**config.mk**
```make
export PLATFORM = sky130hd
export DESIGN_NAME = tfs_sequencer
export DESIGN_NICKNAME = d
export VERILOG_FILES = /design/src/pkg/tfs_pkg.sv /design/src/hw/tfs_sequencer.sv
export SDC_FILE = /design/constraint.sdc
export NUM_CORES = 1
export LEC_CHECK = 0
export BUFFER_PORTS_ARGS = -buffer_cell sky130_fd_sc_hd__buf_4
export CAP_MARGIN = 20
export CELL_PAD_IN_SITES_DETAIL_PLACEMENT = 0
export CELL_PAD_IN_SITES_GLOBAL_PLACEMENT = 1
export CORE_UTILIZATION = 49
export DETAILED_ROUTE_END_ITERATION = 8
export GPL_TIMING_DRIVEN = 0
export PLACE_DENSITY_LB_ADDON = 0.1
export SLEW_MARGIN = 20
export SYNTH_ARGS = -nofsm -noshare
export SYNTH_HDL_FRONTEND = slang
export SYNTH_SLANG_ARGS = --single-unit
```
**constraint.sdc**
```tcl
create_clock -name pclk -period 7.6 [get_ports pclk]
set_clock_uncertainty 0.15 [all_clocks]
set_input_delay 1.52 -clock pclk [delete_from_list [all_inputs] [get_ports pclk]]
set_output_delay 1.52 -clock pclk [all_outputs]
set_load 0.02 [all_outputs]
```
**src/pkg/tfs_pkg.sv**
```systemverilog
// constants, register map and state encoding of the frame trigger sequencer
package tfs_pkg;

  // ==========================================================
  // clocks and timing
  localparam int PCLK_PERIOD_NS     = 5;
  localparam int CORE_PERIOD_NS     = 25;
  localparam int CORE_DIV           = CORE_PERIOD_NS / PCLK_PERIOD_NS;
  localparam int WAKE_MULT          = 64;
  localparam int WAKE_OFFSET        = 2;
  localparam int TRIG_MIN_NS        = 100;
  localparam int TRIG_MAX_NS        = 1000;
  localparam int RESET_MIN_NS       = 30000;
  localparam int TRIG_MIN_CYC       = (TRIG_MIN_NS + PCLK_PERIOD_NS - 1) / PCLK_PERIOD_NS;
  localparam int TRIG_MAX_CYC       = TRIG_MAX_NS / PCLK_PERIOD_NS;
  localparam int RESET_MIN_CYC      = (RESET_MIN_NS + PCLK_PERIOD_NS - 1) / PCLK_PERIOD_NS;
  localparam int SUBFRAME_CORE_CLKS = 10000;
  localparam int INTEG_CORE_CLKS    = 8192;
  localparam int SUBFRAME_CYC       = SUBFRAME_CORE_CLKS * CORE_DIV;
  localparam int INTEG_CYC          = INTEG_CORE_CLKS * CORE_DIV;
  localparam int LOW_CNT_W          = 13;
  localparam int WAKE_CNT_W         = 24;
  localparam int SUB_CNT_W          = 16;

  // ==========================================================
  // register map
  localparam logic [7:0] REG_CTRL   = 8'h00;
  localparam logic [7:0] REG_MODE   = 8'h04;
  localparam logic [7:0] REG_WAKE   = 8'h08;
  localparam logic [7:0] REG_FRAME  = 8'h0C;
  localparam logic [7:0] REG_STATUS = 8'h10;
  localparam logic [7:0] REG_RESULT = 8'h14;

  localparam int CTRL_SOFT_BIT   = 0;
  localparam int MODE_SEL_LSB    = 0;
  localparam int MODE_FRAMES_LSB = 2;
  localparam int STATUS_FR_LSB   = 4;
  localparam int RESULT_PH_LSB   = 16;

  localparam logic [1:0]  MODE_CONT      = 2'h0;
  localparam logic [1:0]  MODE_SINGLE    = 2'h3;
  localparam logic [1:0]  MODE_RESET     = 2'h0;
  localparam logic [5:0]  FRAMES_RESET   = 6'h01;
  localparam logic [13:0] WAKE_RESET     = 14'h00FA;
  localparam logic [11:0] NSUB_RESET     = 12'h000;

  // ==========================================================
  // sequencer states
  typedef enum logic [3:0] {
    ST_IDLE  = 4'b0001,
    ST_SLEEP = 4'b0010,
    ST_WAKE  = 4'b0100,
    ST_FRAME = 4'b1000
  } tfs_seq_e;

endpackage

```
**src/hw/tfs_sequencer.sv**
```systemverilog
// frame trigger sequencer: wake delay, frame timing, pin and soft triggers, apb registers
`timescale 1ns/1ps
`default_nettype none

module tfs_sequencer #(
  parameter int RESET_CYC    = tfs_pkg::RESET_MIN_CYC,
  parameter int SUBFRAME_CYC = tfs_pkg::SUBFRAME_CYC,
  parameter int INTEG_CYC    = tfs_pkg::INTEG_CYC
) (
  // clock, reset, enable
  input  wire logic        pclk,
  input  wire logic        presetn,
  input  wire logic        ce,
  // apb slave
  input  wire logic        psel,
  input  wire logic        penable,
  input  wire logic        pwrite,
  input  wire logic [7:0]  paddr,
  input  wire logic [31:0] pwdata,
  output logic [31:0]      prdata,
  output logic             pready,
  output logic             pslverr,
  // combined reset/trigger pin
  input  wire logic        reset_trigger_pin_n,
  // depth engine results
  input  wire logic        depth_result_valid,
  input  wire logic [15:0] depth_amplitude,
  input  wire logic [15:0] depth_phase,
  // frame timing outputs
  output logic             frame_start_strobe,
  output logic             sensor_integrate,
  output logic             illum_enable,
  output logic             depth_compute,
  output logic             sample_ready,
  output logic             deep_sleep
);

  // ==========================================================
  // state
  typedef struct packed {
    tfs_pkg::tfs_seq_e                state;
    logic                             pin_meta;
    logic                             pin_sync;
    logic                             pin_prev;
    logic [tfs_pkg::LOW_CNT_W-1:0]    low_cnt;
    logic [tfs_pkg::WAKE_CNT_W-1:0]   wake_cnt;
    logic [tfs_pkg::SUB_CNT_W-1:0]    sub_cyc;
    logic [11:0]                      sub_idx;
    logic [6:0]                       frames_left;
    logic [6:0]                       frames_done;
    logic                             one_shot;
    logic                             soft_trig;
    logic [1:0]                       mode;
    logic [5:0]                       frames_cfg;
    logic [13:0]                      wake_cfg;
    logic [11:0]                      nsub_cfg;
    logic [15:0]                      amp;
    logic [15:0]                      phase;
    logic                             frame_start_strobe;
    logic                             sensor_integrate;
    logic                             illum_enable;
    logic                             depth_compute;
    logic                             sample_ready;
    logic                             deep_sleep;
    logic                             pready;
    logic                             pslverr;
    logic [31:0]                      prdata;
  } tfs_state_s;

  localparam tfs_state_s RESET_S = '{
    state: tfs_pkg::ST_IDLE, pin_meta: 1'b1, pin_sync: 1'b1, pin_prev: 1'b1,
    mode: tfs_pkg::MODE_RESET, frames_cfg: tfs_pkg::FRAMES_RESET,
    wake_cfg: tfs_pkg::WAKE_RESET, nsub_cfg: tfs_pkg::NSUB_RESET,
    default: '0
  };

  tfs_state_s s;
  tfs_state_s next_s;

  logic                            apb_acc;
  logic                            apb_wr;
  logic                            pin_trig;
  logic                            pin_reset;
  logic                            soft_go;
  logic                            trig_go;
  logic [6:0]                      frames_eff;
  logic [tfs_pkg::WAKE_CNT_W-1:0]  wake_total;
  logic [31:0]                     rdata;
  logic                            rd_err;

  // ==========================================================
  // combinational helpers
  always_comb begin
    apb_acc    = psel & penable;
    apb_wr     = apb_acc & s.pready & pwrite;
    // trigger window measured on the synchronised pin
    pin_trig   = s.pin_sync & ~s.pin_prev
               & (s.low_cnt > 13'(tfs_pkg::TRIG_MIN_CYC))
               & (s.low_cnt < 13'(tfs_pkg::TRIG_MAX_CYC));
    pin_reset  = ~s.pin_sync & (s.low_cnt == 13'(RESET_CYC));
    soft_go    = apb_wr & (paddr == tfs_pkg::REG_CTRL) & pwdata[tfs_pkg::CTRL_SOFT_BIT];
    // either source alone or both together give one start
    trig_go    = (pin_trig | soft_go) & (s.state == tfs_pkg::ST_SLEEP)
               & (s.mode == tfs_pkg::MODE_SINGLE);
    frames_eff = (s.frames_cfg == 6'h00) ? 7'h01 : {1'b0, s.frames_cfg};
    // (64 x count + 2) core periods expressed in pclk cycles
    wake_total = 24'((({4'h0, s.wake_cfg, 6'h00}) + 24'(tfs_pkg::WAKE_OFFSET))
               * 24'(tfs_pkg::CORE_DIV));
  end

  // ==========================================================
  // register read mux
  always_comb begin
    rdata  = 32'h0000_0000;
    rd_err = 1'b0;
    if (paddr == tfs_pkg::REG_CTRL) begin
      rdata[tfs_pkg::CTRL_SOFT_BIT] = s.soft_trig;
    end else if (paddr == tfs_pkg::REG_MODE) begin
      rdata[tfs_pkg::MODE_SEL_LSB +: 2]    = s.mode;
      rdata[tfs_pkg::MODE_FRAMES_LSB +: 6] = s.frames_cfg;
    end else if (paddr == tfs_pkg::REG_WAKE) begin
      rdata[13:0] = s.wake_cfg;
    end else if (paddr == tfs_pkg::REG_FRAME) begin
      rdata[11:0] = s.nsub_cfg;
    end else if (paddr == tfs_pkg::REG_STATUS) begin
      rdata[3:0]                         = s.state;
      rdata[tfs_pkg::STATUS_FR_LSB +: 7] = s.frames_done;
    end else if (paddr == tfs_pkg::REG_RESULT) begin
      rdata[15:0]                          = s.amp;
      rdata[tfs_pkg::RESULT_PH_LSB +: 16]  = s.phase;
    end else begin
      rd_err = 1'b1;
    end
  end

  // ==========================================================
  // next state
  always_comb begin
    next_s = s;
    next_s.frame_start_strobe = 1'b0;
    next_s.sample_ready       = 1'b0;

    // pin synchroniser and low-width measurement
    next_s.pin_meta = reset_trigger_pin_n;
    next_s.pin_sync = s.pin_meta;
    next_s.pin_prev = s.pin_sync;
    if (!s.pin_sync) begin
      if (s.low_cnt != {tfs_pkg::LOW_CNT_W{1'b1}}) begin
        next_s.low_cnt = s.low_cnt + 13'h0001;
      end
    end else begin
      next_s.low_cnt = '0;
    end

    // apb: one wait state, answer registered
    next_s.pready  = apb_acc & ~s.pready;
    next_s.pslverr = apb_acc & ~s.pready & rd_err;
    next_s.prdata  = (apb_acc & ~s.pready & ~pwrite) ? rdata : 32'h0000_0000;
    if (apb_wr) begin
      if (paddr == tfs_pkg::REG_MODE) begin
        next_s.mode       = pwdata[tfs_pkg::MODE_SEL_LSB +: 2];
        next_s.frames_cfg = pwdata[tfs_pkg::MODE_FRAMES_LSB +: 6];
      end else if (paddr == tfs_pkg::REG_WAKE) begin
        next_s.wake_cfg = pwdata[13:0];
      end else if (paddr == tfs_pkg::REG_FRAME) begin
        next_s.nsub_cfg = pwdata[11:0];
      end
    end

    if (depth_result_valid) begin
      next_s.amp   = depth_amplitude;
      next_s.phase = depth_phase;
    end

    case (s.state)
      tfs_pkg::ST_IDLE: begin
        if (s.mode == tfs_pkg::MODE_CONT) begin
          next_s.state              = tfs_pkg::ST_FRAME;
          next_s.one_shot           = 1'b0;
          next_s.sub_cyc            = '0;
          next_s.sub_idx            = '0;
          next_s.frame_start_strobe = 1'b1;
        end else if (s.mode == tfs_pkg::MODE_SINGLE) begin
          next_s.state = tfs_pkg::ST_SLEEP;
        end
        // other mode codes hold the sequencer idle
      end
      tfs_pkg::ST_SLEEP: begin
        if (s.mode != tfs_pkg::MODE_SINGLE) begin
          next_s.state = tfs_pkg::ST_IDLE;
        end else if (trig_go) begin
          next_s.state       = tfs_pkg::ST_WAKE;
          next_s.wake_cnt    = wake_total - 24'h00_0001;
          next_s.frames_left = frames_eff;
          next_s.frames_done = '0;
          next_s.one_shot    = 1'b1;
          next_s.soft_trig   = soft_go;
        end
      end
      tfs_pkg::ST_WAKE: begin
        if (s.wake_cnt == '0) begin
          next_s.state              = tfs_pkg::ST_FRAME;
          next_s.sub_cyc            = '0;
          next_s.sub_idx            = '0;
          next_s.frame_start_strobe = 1'b1;
        end else begin
          next_s.wake_cnt = s.wake_cnt - 24'h00_0001;
        end
      end
      tfs_pkg::ST_FRAME: begin
        if (s.sub_cyc == 16'(SUBFRAME_CYC - 1)) begin
          next_s.sub_cyc = '0;
          if (s.sub_idx == s.nsub_cfg) begin
            // frame complete, results ready
            next_s.sub_idx      = '0;
            next_s.sample_ready = 1'b1;
            next_s.frames_done  = s.frames_done + 7'h01;
            if (s.one_shot) begin
              next_s.frames_left = s.frames_left - 7'h01;
              if (s.frames_left == 7'h01) begin
                next_s.state     = tfs_pkg::ST_SLEEP;
                next_s.soft_trig = 1'b0;
              end else begin
                next_s.frame_start_strobe = 1'b1;
              end
            end else if (s.mode == tfs_pkg::MODE_CONT) begin
              next_s.frame_start_strobe = 1'b1;
            end else begin
              next_s.state = tfs_pkg::ST_IDLE;
            end
          end else begin
            next_s.sub_idx = s.sub_idx + 12'h001;
          end
        end else begin
          next_s.sub_cyc = s.sub_cyc + 16'h0001;
        end
      end
      default: begin
        next_s.state = tfs_pkg::ST_IDLE;
      end
    endcase

    // long low pulse on the pin restarts the sequencer and its settings
    if (pin_reset) begin
      next_s.state              = tfs_pkg::ST_IDLE;
      next_s.soft_trig          = 1'b0;
      next_s.one_shot           = 1'b0;
      next_s.mode               = tfs_pkg::MODE_RESET;
      next_s.frames_cfg         = tfs_pkg::FRAMES_RESET;
      next_s.wake_cfg           = tfs_pkg::WAKE_RESET;
      next_s.nsub_cfg           = tfs_pkg::NSUB_RESET;
      next_s.frame_start_strobe = 1'b0;
      next_s.sample_ready       = 1'b0;
    end

    // front-end timing derived from the next sub-frame position
    next_s.sensor_integrate = (next_s.state == tfs_pkg::ST_FRAME)
                            & (next_s.sub_cyc < 16'(INTEG_CYC));
    next_s.illum_enable     = next_s.sensor_integrate;
    next_s.depth_compute    = (next_s.state == tfs_pkg::ST_FRAME)
                            & ~next_s.sensor_integrate;
    next_s.deep_sleep       = (next_s.state == tfs_pkg::ST_SLEEP);
  end

  // ==========================================================
  // state register
  always_ff @(posedge pclk or negedge presetn) begin
    if (!presetn) begin
      s <= RESET_S;
    end else if (ce) begin
      s <= next_s;
    end
  end

  assign prdata             = s.prdata;
  assign pready             = s.pready;
  assign pslverr            = s.pslverr;
  assign frame_start_strobe = s.frame_start_strobe;
  assign sensor_integrate   = s.sensor_integrate;
  assign illum_enable       = s.illum_enable;
  assign depth_compute      = s.depth_compute;
  assign sample_ready       = s.sample_ready;
  assign deep_sleep         = s.deep_sleep;

  // ==========================================================
  // checks
  logic [tfs_pkg::WAKE_CNT_W-1:0] chk_elapsed;
  logic [tfs_pkg::WAKE_CNT_W-1:0] chk_total;
  logic [6:0]                     chk_frames;
  logic [7:0]                     chk_low;
  logic                           chk_in_window;

  // independent low-width count of the synchronised pin
  assign chk_in_window = (chk_low > 8'(tfs_pkg::TRIG_MIN_CYC))
                       && (chk_low < 8'(tfs_pkg::TRIG_MAX_CYC));

  always_ff @(posedge pclk or negedge presetn) begin
    if (!presetn) begin
      chk_elapsed <= '0;
      chk_total   <= '0;
      chk_frames  <= '0;
      chk_low     <= '0;
    end else if (ce) begin
      if (!s.pin_sync) begin
        chk_low <= (chk_low == 8'hFF) ? chk_low : chk_low + 8'h01;
      end else begin
        chk_low <= '0;
      end
      if (trig_go && !pin_reset) begin
        chk_elapsed <= '0;
        chk_total   <= wake_total;
        chk_frames  <= frames_eff;
      end else if (s.state == tfs_pkg::ST_WAKE) begin
        chk_elapsed <= chk_elapsed + 24'h00_0001;
      end
    end
  end
endmodule

`default_nettype wire

```
==> metrics.md, run 1 <==
| Metric | Value |
|---|---|
| Yosys warnings | `0` |
| Net switching power | `0.837 mW` |
| Largest stage delay, worst path | `730 ps` |
| Worst path buffer plus inverter count | `2` |
| Synth Flop Type | `dfrtp_1` |
| Inserted Clock Buffers | `17` |
| Setup violators final | `0` |
| Final Util | `58.7%` |
| Most frequent cells in the layout | `dfrtp_1, o21ai_0, nand2_1, buf_4, inv_1` |
| Crit path capture type | `flip-flop` |
| Largest net degree at the start of global routing | `84` |
| Reg power frac | `44.6%` |
| Max Cap Violations | `0` |
| Fin nets | `1486` |
| Total grt overflow | `0` |
| Vias | `9550` |
| Power share of the combinational group | `19.8%` |
| Seq/Total Area, Yosys | `43.3%` |
| Min-Delay Path Depth | `2` |
| Worst slew pin tran | `883 ps` |
| PortBufs | `101` |
| Area of the multi-input gates | `0.00553 sq mm` |
| # fillers | `1983` |
| First-pass GRT wire length | `49500 um` |
| Clock share of power | `35.6%` |
| CP max-delay cell | `a211oi_1` |
| Endpoint with the worst hold slack | `prdata[30]` |
| Via/cell ratio | `5.75` |
| #FFs+latches synth | `193` |
| Layout cells sized above 1 | `18.6%` |
| Reg-to-Reg Start | `s[91]` |
| Clk sink count | `193` |
| Pins Over Slew Limit | `0` |
| Wire per inst | `18.2 um` |
| Outcome | `finished, final reports clean` |
| Final wirelength | `30200 um` |
| Cells after synthesis | `1244` |
| Power per cell area | `198 mW/mm^2` |
| CTS tree | `yes` |
| Leakage | `5.83 nW` |
| Asr flop ratio synth | `100%` |
| Mean Syn Cell Area | `8.99 sq um` |
| R2R depth | `11` |
| ANT nets after route | `0` |
| Root Buffer | `clkbuf_16` |
| Starting DRC count in detailed routing | `714` |
| Hold_buf cts | `0` |
| Fmax | `0.253 GHz` |
| Core ar. | `0.0221 sq mm` |
| Crit path required time | `7770 ps` |
| Syn-to-layout area delta | `16.0%` |
| P_int | `1.74 mW` |
| RSZ-0062 raised after global routing | `no` |
| DR pass1 iterations | `5` |
| Tmin final | `3960 ps` |
| Number of synthesized flops with an enable pin | `0` |
| Die height | `153 um` |
| Arrival time worst endpoint | `4130 ps` |
| Clock transition at path regs | `80 ps` |
| Kind of critical path | `in -> reg` |
| Most common cell after layout, fill and taps aside | `dfrtp_1` |
| CTS H-tree depth | `4` |
| Site Rows | `54` |
| Worst path top cell family by delay | `simple AND/OR/NAND/NOR gates` |
| Post-CTS setup buffer count | `0` |
| Vias in the first global route | `9338` |
| Die width | `153 um` |
| Synth cell types | `77` |
| Hold WS | `333 ps` |
| Global placer's final weighted congestion | `0.881` |
| CTS max path bufs | `2` |
| Total power draw | `2.58 mW` |
| Worst setup SP type | `primary input` |
| CTS resizes | `0` |
| I/O pins | `120` |
| Slew margin rel. | `40.7%` |
| Post-route clock period utilization | `52.1%` |
| Syn nets | `1364` |
| Starting density of the core | `50.6%` |
| Worst Path Max Fanout | `9` |
| Flop2flop setup slack | `4020 ps` |
| Switching fraction of total power | `32.5%` |
| Reg-to-Reg End | `s[171]` |
| Worst-skew pair later-pin latency | `440 ps` |
| FF+latch area | `0.00484 sq mm` |
| Worst Hold Class | `reg -> reg` |
| Peak supply drop | `0.000143 V` |
| Overall routing resource usage | `26.7%` |
| Worst-path cell chain | `buf_4 -> nor4_2 -> and2_1 -> nand2_1 -> a211oi_1 -> or2_1 -> buf_2 -> o21ai_0 -> a22o_1` |
| Die Area | `0.0234 sq mm` |
| Drt drc | `0` |
| Initial antenna violation count | `1` |
| Mapped cell area | `0.0112 sq mm` |
| Hold wc startpoint | `s[54]` |
| Sum Neg Setup Slack | `0 ps` |
| Final hold violations | `0` |
| Final HPWL DP | `22700 um` |
[through the flow]
step / worst slack [ps] / cell area [sq um] / std cells
after floorplan: 4130 / 11200 / 1244
final: 3640 / 13000 / 1660
after global routing: 3540 / 13000 / 1659
after detailed placement: 3200 / 12400 / 1627
after global placement: 3200 / 12300 / 1625
after CTS: 3660 / 13000 / 1659
[per-layer routing]
metal	wire, um	track usage, %	up-vias
li1	-	-	4609
met1	14000	36.8	4686
met2	14100	43.1	224
met3	1550	5.05	31
met4	537	7.17	0
met5	0	0	-
[cells in the mapped netlist (5+ instances only)]
cell type | n | area share, %
o31ai_1 | 12 | 0.81
nand3b_1 | 5 | 0.34
nand2_1 | 137 | 4.6
nand2b_1 | 6 | 0.34
buf_1 | 6 | 0.20
and3_1 | 22 | 1.2
mux2_2 | 36 | 3.6
xor2_1 | 31 | 2.4
o221ai_1 | 7 | 0.55
o21a_1 | 9 | 0.60
ha_1 | 29 | 3.2
dfrtp_1 | 182 | 41
fa_1 | 11 | 2.0
nand3_1 | 35 | 1.6
a31oi_1 | 10 | 0.56
nand4_1 | 11 | 0.62
inv_1 | 96 | 3.2
a211oi_1 | 6 | 0.40
mux2i_1 | 6 | 0.54
o21ai_0 | 155 | 6.9
nor3_1 | 33 | 1.5
o22ai_1 | 18 | 1.0
nor2_1 | 87 | 2.9
o21ai_1 | 8 | 0.36
xnor2_1 | 10 | 0.78
and2_1 | 5 | 0.28
a22oi_1 | 8 | 0.54
a21o_1 | 7 | 0.47
or3_1 | 12 | 0.67
or4_1 | 6 | 0.40
buf_2 | 11 | 0.49
nor4_2 | 6 | 0.67
dfstp_2 | 11 | 2.6
a21oi_1 | 50 | 2.2
nor4_1 | 13 | 0.73
clkbuf_1 | 34 | 1.1
buf_4 | 33 | 2.2
[sequential cells by signal, indices dropped and copies added, names as in the netlist]
signal and cells:
next_s 2, sample_ready 1, pready 1, frame_start_strobe 1, prdata 32, depth_compute 1
pslverr 1, deep_sleep 1, s 152, illum_enable 1
[logic make-up (layout without fill, tap and decap cells)]
| family | count (synthesis) | count (layout) | synth area share [%] |
|---|---|---|---|
| xor gates and xnor gates | 41 | 41 | 3.21 |
| muxes | 42 | 42 | 4.16 |
| AOI/OAI and AO/OA | 334 | 334 | 18.0 |
| and+or+nand+nor | 413 | 413 | 18.8 |
| DFF | 193 | 193 | 43.3 |
| other | 0 | 1 | 0 |
| adders and majority gates | 40 | 40 | 5.21 |
| buffers and inverters | 181 | 316 | 7.37 |
[worst reg2reg max path, stage by stage, from the launching register on]
cell	delay, ps
dfstp_2	590
inv_1	110
fa_1	540
inv_1	40
ha_1	340
a21o_1	200
a221oi_1	380
o21ai_0	240
a211o_1	300
a21oi_1	170
xor2_1	230
o221ai_1	150
[layout make-up]
class                      instances  area share [%]
antenna                            1          0.0193
buffer                            85            3.58
clock buffer                      17            3.28
clock inverter                    15            1.35
inverter                          96            2.78
multi-input combinational        870            42.6
sequential                       193            37.3
tap                              280            2.70
timing repair buffer             103            6.33
[worst max-delay path by stage]
stage,end,cells past startpoint,startpoint
floorplan,s[113],7,paddr[5]
global placement,prdata[27],8,ce
detailed placement,prdata[21],8,ce
CTS,prdata[22],8,ce
global route,s[171],9,paddr[5]
finish,s[159],9,paddr[5]
[power by group through the flow]
| stage | Sequential (mW) | Clock [mW] | Combinational [mW] |
|---|---|---|---|
| after floorplan | 1.16 | 0 | 0.336 |
| after global placement | 1.16 | 0 | 0.498 |
| after detailed placement | 1.17 | 0 | 0.507 |
| after CTS | 1.15 | 0.941 | 0.510 |
| after global routing | 1.16 | 0.977 | 0.570 |
| final | 1.15 | 0.917 | 0.510 |
No activity file was read; power rests on OpenSTA's default activity.
==> run 2, diff against run 1 <==
--- a/config.mk
+++ b/config.mk
@@ -9,7 +9,7 @@
 export CAP_MARGIN = 20
 export CELL_PAD_IN_SITES_DETAIL_PLACEMENT = 0
 export CELL_PAD_IN_SITES_GLOBAL_PLACEMENT = 1
-export CORE_UTILIZATION = 49
+export CORE_UTILIZATION = 46
 export DETAILED_ROUTE_END_ITERATION = 8
 export GPL_TIMING_DRIVEN = 0
 export PLACE_DENSITY_LB_ADDON = 0.1
==> constraint.sdc (replaced) <==
create_clock -name pclk -period 3.85 [get_ports pclk]
set_clock_uncertainty 0.15 [all_clocks]
set_input_delay 0.77 -clock pclk [delete_from_list [all_inputs] [get_ports pclk]]
set_output_delay 0.77 -clock pclk [all_outputs]
set_load 0.02 [all_outputs]
==> metrics.md, run 2 (synthesis results as in run 1) <==
| Metric | Value |
|---|---|
| Outcome | `finished, final reports clean` |
| Fin nets | `1487 (+0.067%)` |
| Core ar. | `0.0237 sq mm (+7.2%)` |
| Most flop-heavy register | `s` |
| Largest net degree at the start of global routing | `83 (-1.2%)` |
| Die width | `158 um (+3.2%)` |
| Inserted Clock Buffers | `17 (unchanged)` |
| Worst setup SP type | `flip-flop` |
| Most frequent cells in the layout | `dfrtp_1, o21ai_0, nand2_1, buf_4, inv_1` |
| Post-route clock period utilization | `90.0%` |
| Sum Neg Setup Slack | `0 ps (unchanged)` |
| CTS H-tree depth | `4 (unchanged)` |
| Global placer's final weighted congestion | `0.878 (-0.36%)` |
| Overall routing resource usage | `25.4% (-1.3 points)` |
| Drt drc | `0 (unchanged)` |
| RSZ-0062 raised after global routing | `no` |
| Clock transition at path regs | `80 ps (about the same)` |
| Via/cell ratio | `5.65 (-1.7%)` |
| ANT nets after route | `0 (unchanged)` |
| Setup violators final | `0 (unchanged)` |
| CTS max path bufs | `2 (unchanged)` |
| Total power draw | `5.09 mW (+98%)` |
| Max FFs per register | `152 (unchanged)` |
| Arrival time worst endpoint | `3640 ps (-490 ps)` |
| Crit path required time | `4030 ps (-3740 ps)` |
| Power per cell area | `391 mW/mm^2 (+97%)` |
| Site Rows | `56 (+3.7%)` |
| Hold_buf cts | `0 (unchanged)` |
| Antenna fix cells | `0 (-1)` |
| Reg-to-Reg End | `s[171]` |
| Worst Hold Class | `in -> async` |
| Tmin final | `3470 ps` |
| Peak supply drop | `0.000293 V (+100%)` |
| Crit path capture type | `flip-flop` |
| R2R depth | `11 (unchanged)` |
| Flop2flop setup slack | `380 ps (-3640 ps)` |
| Reg-to-Reg Start | `s[91]` |
| Layout cells sized above 1 | `18.6% (about the same)` |
| Kind of critical path | `reg -> reg` |
| Max Cap Violations | `0 (unchanged)` |
| Routing usage on met3 | `3.91% (-1.1 points)` |
| Worst slew pin tran | `907 ps (+24.1 ps)` |
| DR pass1 iterations | `5 (unchanged)` |
| Starting DRC count in detailed routing | `489 (-32%)` |
| Die Area | `0.0249 sq mm (+6.4%)` |
| Gr busiest metal | `met2` |
| Worst-skew pair later-pin latency | `460 ps (+20 ps)` |
| Root Buffer | `clkbuf_16` |
| Post-CTS setup buffer count | `0 (unchanged)` |
| I/O pins | `120 (unchanged)` |
| Initial antenna violation count | `0 (-1)` |
| Slew margin rel. | `39.1% (-1.6 points)` |
| Final HPWL DP | `22900 um (+1.2%)` |
| CTS tree | `yes` |
| Die height | `158 um (+3.2%)` |
| Wire per inst | `18.2 um (-0.22%)` |
| Vias | `9606 (+0.59%)` |
| Final wirelength | `30900 um (+2.1%)` |
| M2 GR Usage | `42.4% (-0.79 points)` |
| Most common cell after layout, fill and taps aside | `dfrtp_1` |
| Syn-to-layout area delta | `16.3%` |
| Total grt overflow | `0 (unchanged)` |
| Pins Over Slew Limit | `0 (unchanged)` |
| Vias in the first global route | `9028 (-3.3%)` |
| First-pass GRT wire length | `48700 um (-1.6%)` |
| Clk sink count | `193 (unchanged)` |
| Final hold violations | `0 (unchanged)` |
| Leakage | `5.83 nW (about the same)` |
| Fmax | `0.288 GHz` |
| PortBufs | `101 (unchanged)` |
| Starting density of the core | `47.2% (-3.4 points)` |
| Worst Path Max Fanout | `4 (-5)` |
| Grt met1 use | `34.7% (-2.2 points)` |
## run 2: worst max path at each step
stage                      from      to  slack (ps)  cells past startpoint
after floorplan           s[91]  s[171]         640                     11
after global placement    s[90]  s[171]         260                     11
after detailed placement  s[91]  s[171]         240                     11
after CTS                 s[91]  s[171]         220                     11
after global routing      s[91]  s[171]         150                     11
final                     s[91]  s[171]         380                     11
## run 2: metrics by stage
step	cells	worst slack, ps	instance area, sq um	hold slack, ps	util (%)
2_1_floorplan	1244	642	11200	294	-
4_1_cts	1699	221	13000	24.6	54.9
5_1_grt	1699	153	13000	31.8	54.9
3_3_place_gp	1664	255	12300	299	52.1
3_5_place_dp	1667	244	12400	310	52.4
6_report	1699	383	13000	11.9	54.9
## run 2: final cells by class
class / count / area, sq um
fill: 2252 / 10700
multi-input combinational: 870 / 5530
timing repair buffer: 104 / 826
sequential: 193 / 4840
clock buffer: 18 / 429
buffer: 85 / 464
inverter: 96 / 360
clock inverter: 14 / 153
tap: 319 / 399
## run 2: routing by layer
metal	routed length [um]	share of wire [%]
met3	1440	4.7
met2	14800	48
met1	14200	46
met4	443	1.4
met5	0	0
## run 2: worst max-delay path, cell delays in order, from the launching register on
cell and delay [ps]:
dfstp_2 580, inv_1 120, fa_1 540, inv_1 40
ha_1 340, a21o_1 210, a221oi_2 320, o21ai_0 210
a211o_1 300, a21oi_1 170, xor2_1 220, o221ai_1 140
## run 2: repair_timing
| action | in CTS | in global routing |
|---|---|---|
| endpoints found under the setup margin | 0 | 1 |
| endpoints found under the hold margin | 0 | 0 |
| resized for setup | 0 | 1 |
## run 2: power by group
group	switching, mW	internal (mW)
Clock	0.891	0.917
Combinational	0.625	0.388
Sequential	0.110	2.16
==> run 3, diff against run 2 <==
--- a/config.mk
+++ b/config.mk
@@ -9,7 +9,8 @@
 export CAP_MARGIN = 20
 export CELL_PAD_IN_SITES_DETAIL_PLACEMENT = 0
 export CELL_PAD_IN_SITES_GLOBAL_PLACEMENT = 1
-export CORE_UTILIZATION = 46
+export CORE_UTILIZATION = 45
+export CTS_CLUSTER_DIAMETER = 50
 export DETAILED_ROUTE_END_ITERATION = 8
 export GPL_TIMING_DRIVEN = 0
 export PLACE_DENSITY_LB_ADDON = 0.1
==> metrics.md, run 3 (synthesis results as in run 1) <==
| Metric | Value |
|---|---|
| Outcome | `finished, final reports clean` |
| Fin nets | `1486 (-0.067%)` |
| Worst Setup Slack, final | `257 ps (-126 ps)` |
| Worst setup SP type | `flip-flop` |
| Total grt overflow | `0 (unchanged)` |
| Final wirelength | `30700 um (-0.53%)` |
| Area post-placement | `0.0124 sq mm (about the same)` |
| Met3 WL | `1150 um (-20%)` |
| Most frequent cells in the layout | `dfrtp_1, o21ai_0, nand2_1, buf_4, inv_1` |
| Max Cap Violations | `0 (unchanged)` |
| Overall routing resource usage | `25.2% (-0.24 points)` |
| Reg power frac | `44.2% (-0.4 points)` |
| Net switching power | `1.69 mW (+3.9%)` |
| Die height | `160 um (+1.1%)` |
| Sum Neg Setup Slack | `0 ps (unchanged)` |
| Worst-skew pair later-pin latency | `440 ps (-20 ps)` |
| Initial antenna violation count | `0 (unchanged)` |
| Tmin final | `3590 ps (+126 ps)` |
| First-pass GRT wire length | `50800 um (+4.4%)` |
| Inserted Clock Buffers | `17 (unchanged)` |
| Max FFs per register | `152 (unchanged)` |
| WL met2 | `14300 um (-3.4%)` |
| Post-route clock period utilization | `93.3% (+3.3 points)` |
| CTS H-tree depth | `4 (unchanged)` |
| Vias in the first global route | `9418 (+4.3%)` |
| RSZ-0062 raised after global routing | `no` |
| Core ar. | `0.0243 sq mm (+2.7%)` |
| CTS max path bufs | `2 (unchanged)` |
| Die width | `160 um (+1.1%)` |
| Arrival time worst endpoint | `3750 ps (+110 ps)` |
| Worst Hold Class | `in -> async` |
| Fmax | `0.278 GHz (-3.5%)` |
| Hold WS | `49.7 ps (+37.7 ps)` |
| Most flop-heavy register | `s` |
| Power per cell area | `393 mW/mm^2 (+0.52%)` |
| Clk sink count | `193 (unchanged)` |
| Vias | `9523 (-0.86%)` |
| Largest net degree at the start of global routing | `93 (+12%)` |
| Leakage | `5.84 nW (+0.16%)` |
| Final hold violations | `0 (unchanged)` |
| Top layer in use | `met4` |
| I/O pins | `120 (unchanged)` |
| Peak supply drop | `0.000307 V (+5.1%)` |
| Power share of the combinational group | `19.9% (about the same)` |
| Starting DRC count in detailed routing | `619 (+27%)` |
| Most common cell after layout, fill and taps aside | `dfrtp_1` |
| Die Area | `0.0255 sq mm (+2.2%)` |
| Worst Path Max Fanout | `5 (+1)` |
| Worst slew pin tran | `1010 ps (+108 ps)` |
| Hold_buf cts | `0 (unchanged)` |
| Root Buffer | `clkbuf_16` |
| Starting density of the core | `46.0% (-1.2 points)` |
| Kind of critical path | `reg -> reg` |
| PortBufs | `101 (unchanged)` |
| Via/cell ratio | `5.59 (-1.1%)` |
| Layout cells sized above 1 | `18.6% (about the same)` |
| DR pass1 iterations | `5 (unchanged)` |
| Finished Cell Area | `0.0130 sq mm (+0.17%)` |
| Fin cells | `1703 (+0.24%)` |
| Slew margin rel. | `31.8% (-7.2 points)` |
| Global placer's final weighted congestion | `0.872 (-0.64%)` |
| CTS resizes | `0 (unchanged)` |
| Pins Over Slew Limit | `0 (unchanged)` |
| Crit path capture type | `flip-flop` |
| Wire per inst | `18.0 um (-0.76%)` |
| CTS tree | `yes` |
| Clock transition at path regs | `80 ps (about the same)` |
| Post-CTS setup buffer count | `0 (unchanged)` |
| Antenna fix cells | `0 (unchanged)` |
| ANT nets after route | `0 (unchanged)` |
| Placed Cells | `1671 (+0.24%)` |
| Crit path required time | `4010 ps (-20 ps)` |
| Switching fraction of total power | `33.0% (+1.0 points)` |
| Site Rows | `57 (+1.8%)` |
| Syn-to-layout area delta | `16.5%` |
| P_int | `3.43 mW (-0.80%)` |
| Clock share of power | `35.9% (+0.4 points)` |
| Setup violators final | `0 (unchanged)` |
| Pre-CTS setup slack | `265 ps (+21.2 ps)` |
| Final HPWL DP | `22900 um (about the same)` |
| Drt drc | `0 (unchanged)` |
| WL met1 | `14800 um (+4.1%)` |
-- run 3: changes by cell type in the layout (fill, tap and decap cells not counted), moves of 2 or more --
cell,before,now
clkinv_4,5,0
clkinv_8,1,4
inv_6,1,6
clkinvlp_4,2,0
-- run 3: cell type report --
type	instances	area (sq um)
tap	324	405
multi-input combinational	870	5530
inverter	96	360
clock inverter	15	179
timing repair buffer	103	821
clock buffer	17	425
fill	2350	11300
sequential	193	4840
buffer	85	464
-- run 3: through the flow --
step	util (%)	power [mW]
6_report	53.6	5.12
5_1_grt	53.6	5.38
4_1_cts	53.6	5.16
3_5_place_dp	51.1	3.32
3_3_place_gp	50.8	3.29
2_1_floorplan	-	2.95
-- run 3: final timing paths --
check / start / endpoint / slack (ps) / depth (start not counted)
setup reg to reg: s[89] / s[171] / 260 / 11
hold reg to reg: s[70] / prdata[14] / 320 / 2
setup / recovery: s[89] / s[171] / 260 / 11
max in group asynchronous: presetn / s[162] / 2720 / 2
min in group pclk: s[70] / prdata[14] / 320 / 2
hold / removal: presetn / s[141] / 50 / 1
-- run 3: power by group through the flow --
stage / Sequential [mW] / Combinational (mW) / Clock (mW)
final: 2.27 / 1.02 / 1.84
after global routing: 2.29 / 1.14 / 1.95
after CTS: 2.27 / 1.02 / 1.88
after detailed placement: 2.30 / 1.02 / 0
after global placement: 2.30 / 0.992 / 0
after floorplan: 2.28 / 0.663 / 0
-- run 3: per-layer routing --
metal,track usage [%],vias to the layer above
li1,-,4610
met1,35.5,4653
met2,40.7,225
met5,0,-
met4,7.65,0
met3,2.91,35
-- run 3: critical path: stages (launching register included) --
cell and delay (ps):
dfstp_2 590, inv_1 110, fa_1 550, inv_1 40, ha_1 360, a21o_1 200, a221oi_1 390, o21ai_0 230
a211o_1 300, a21oi_1 170, xor2_1 220, o221ai_1 150
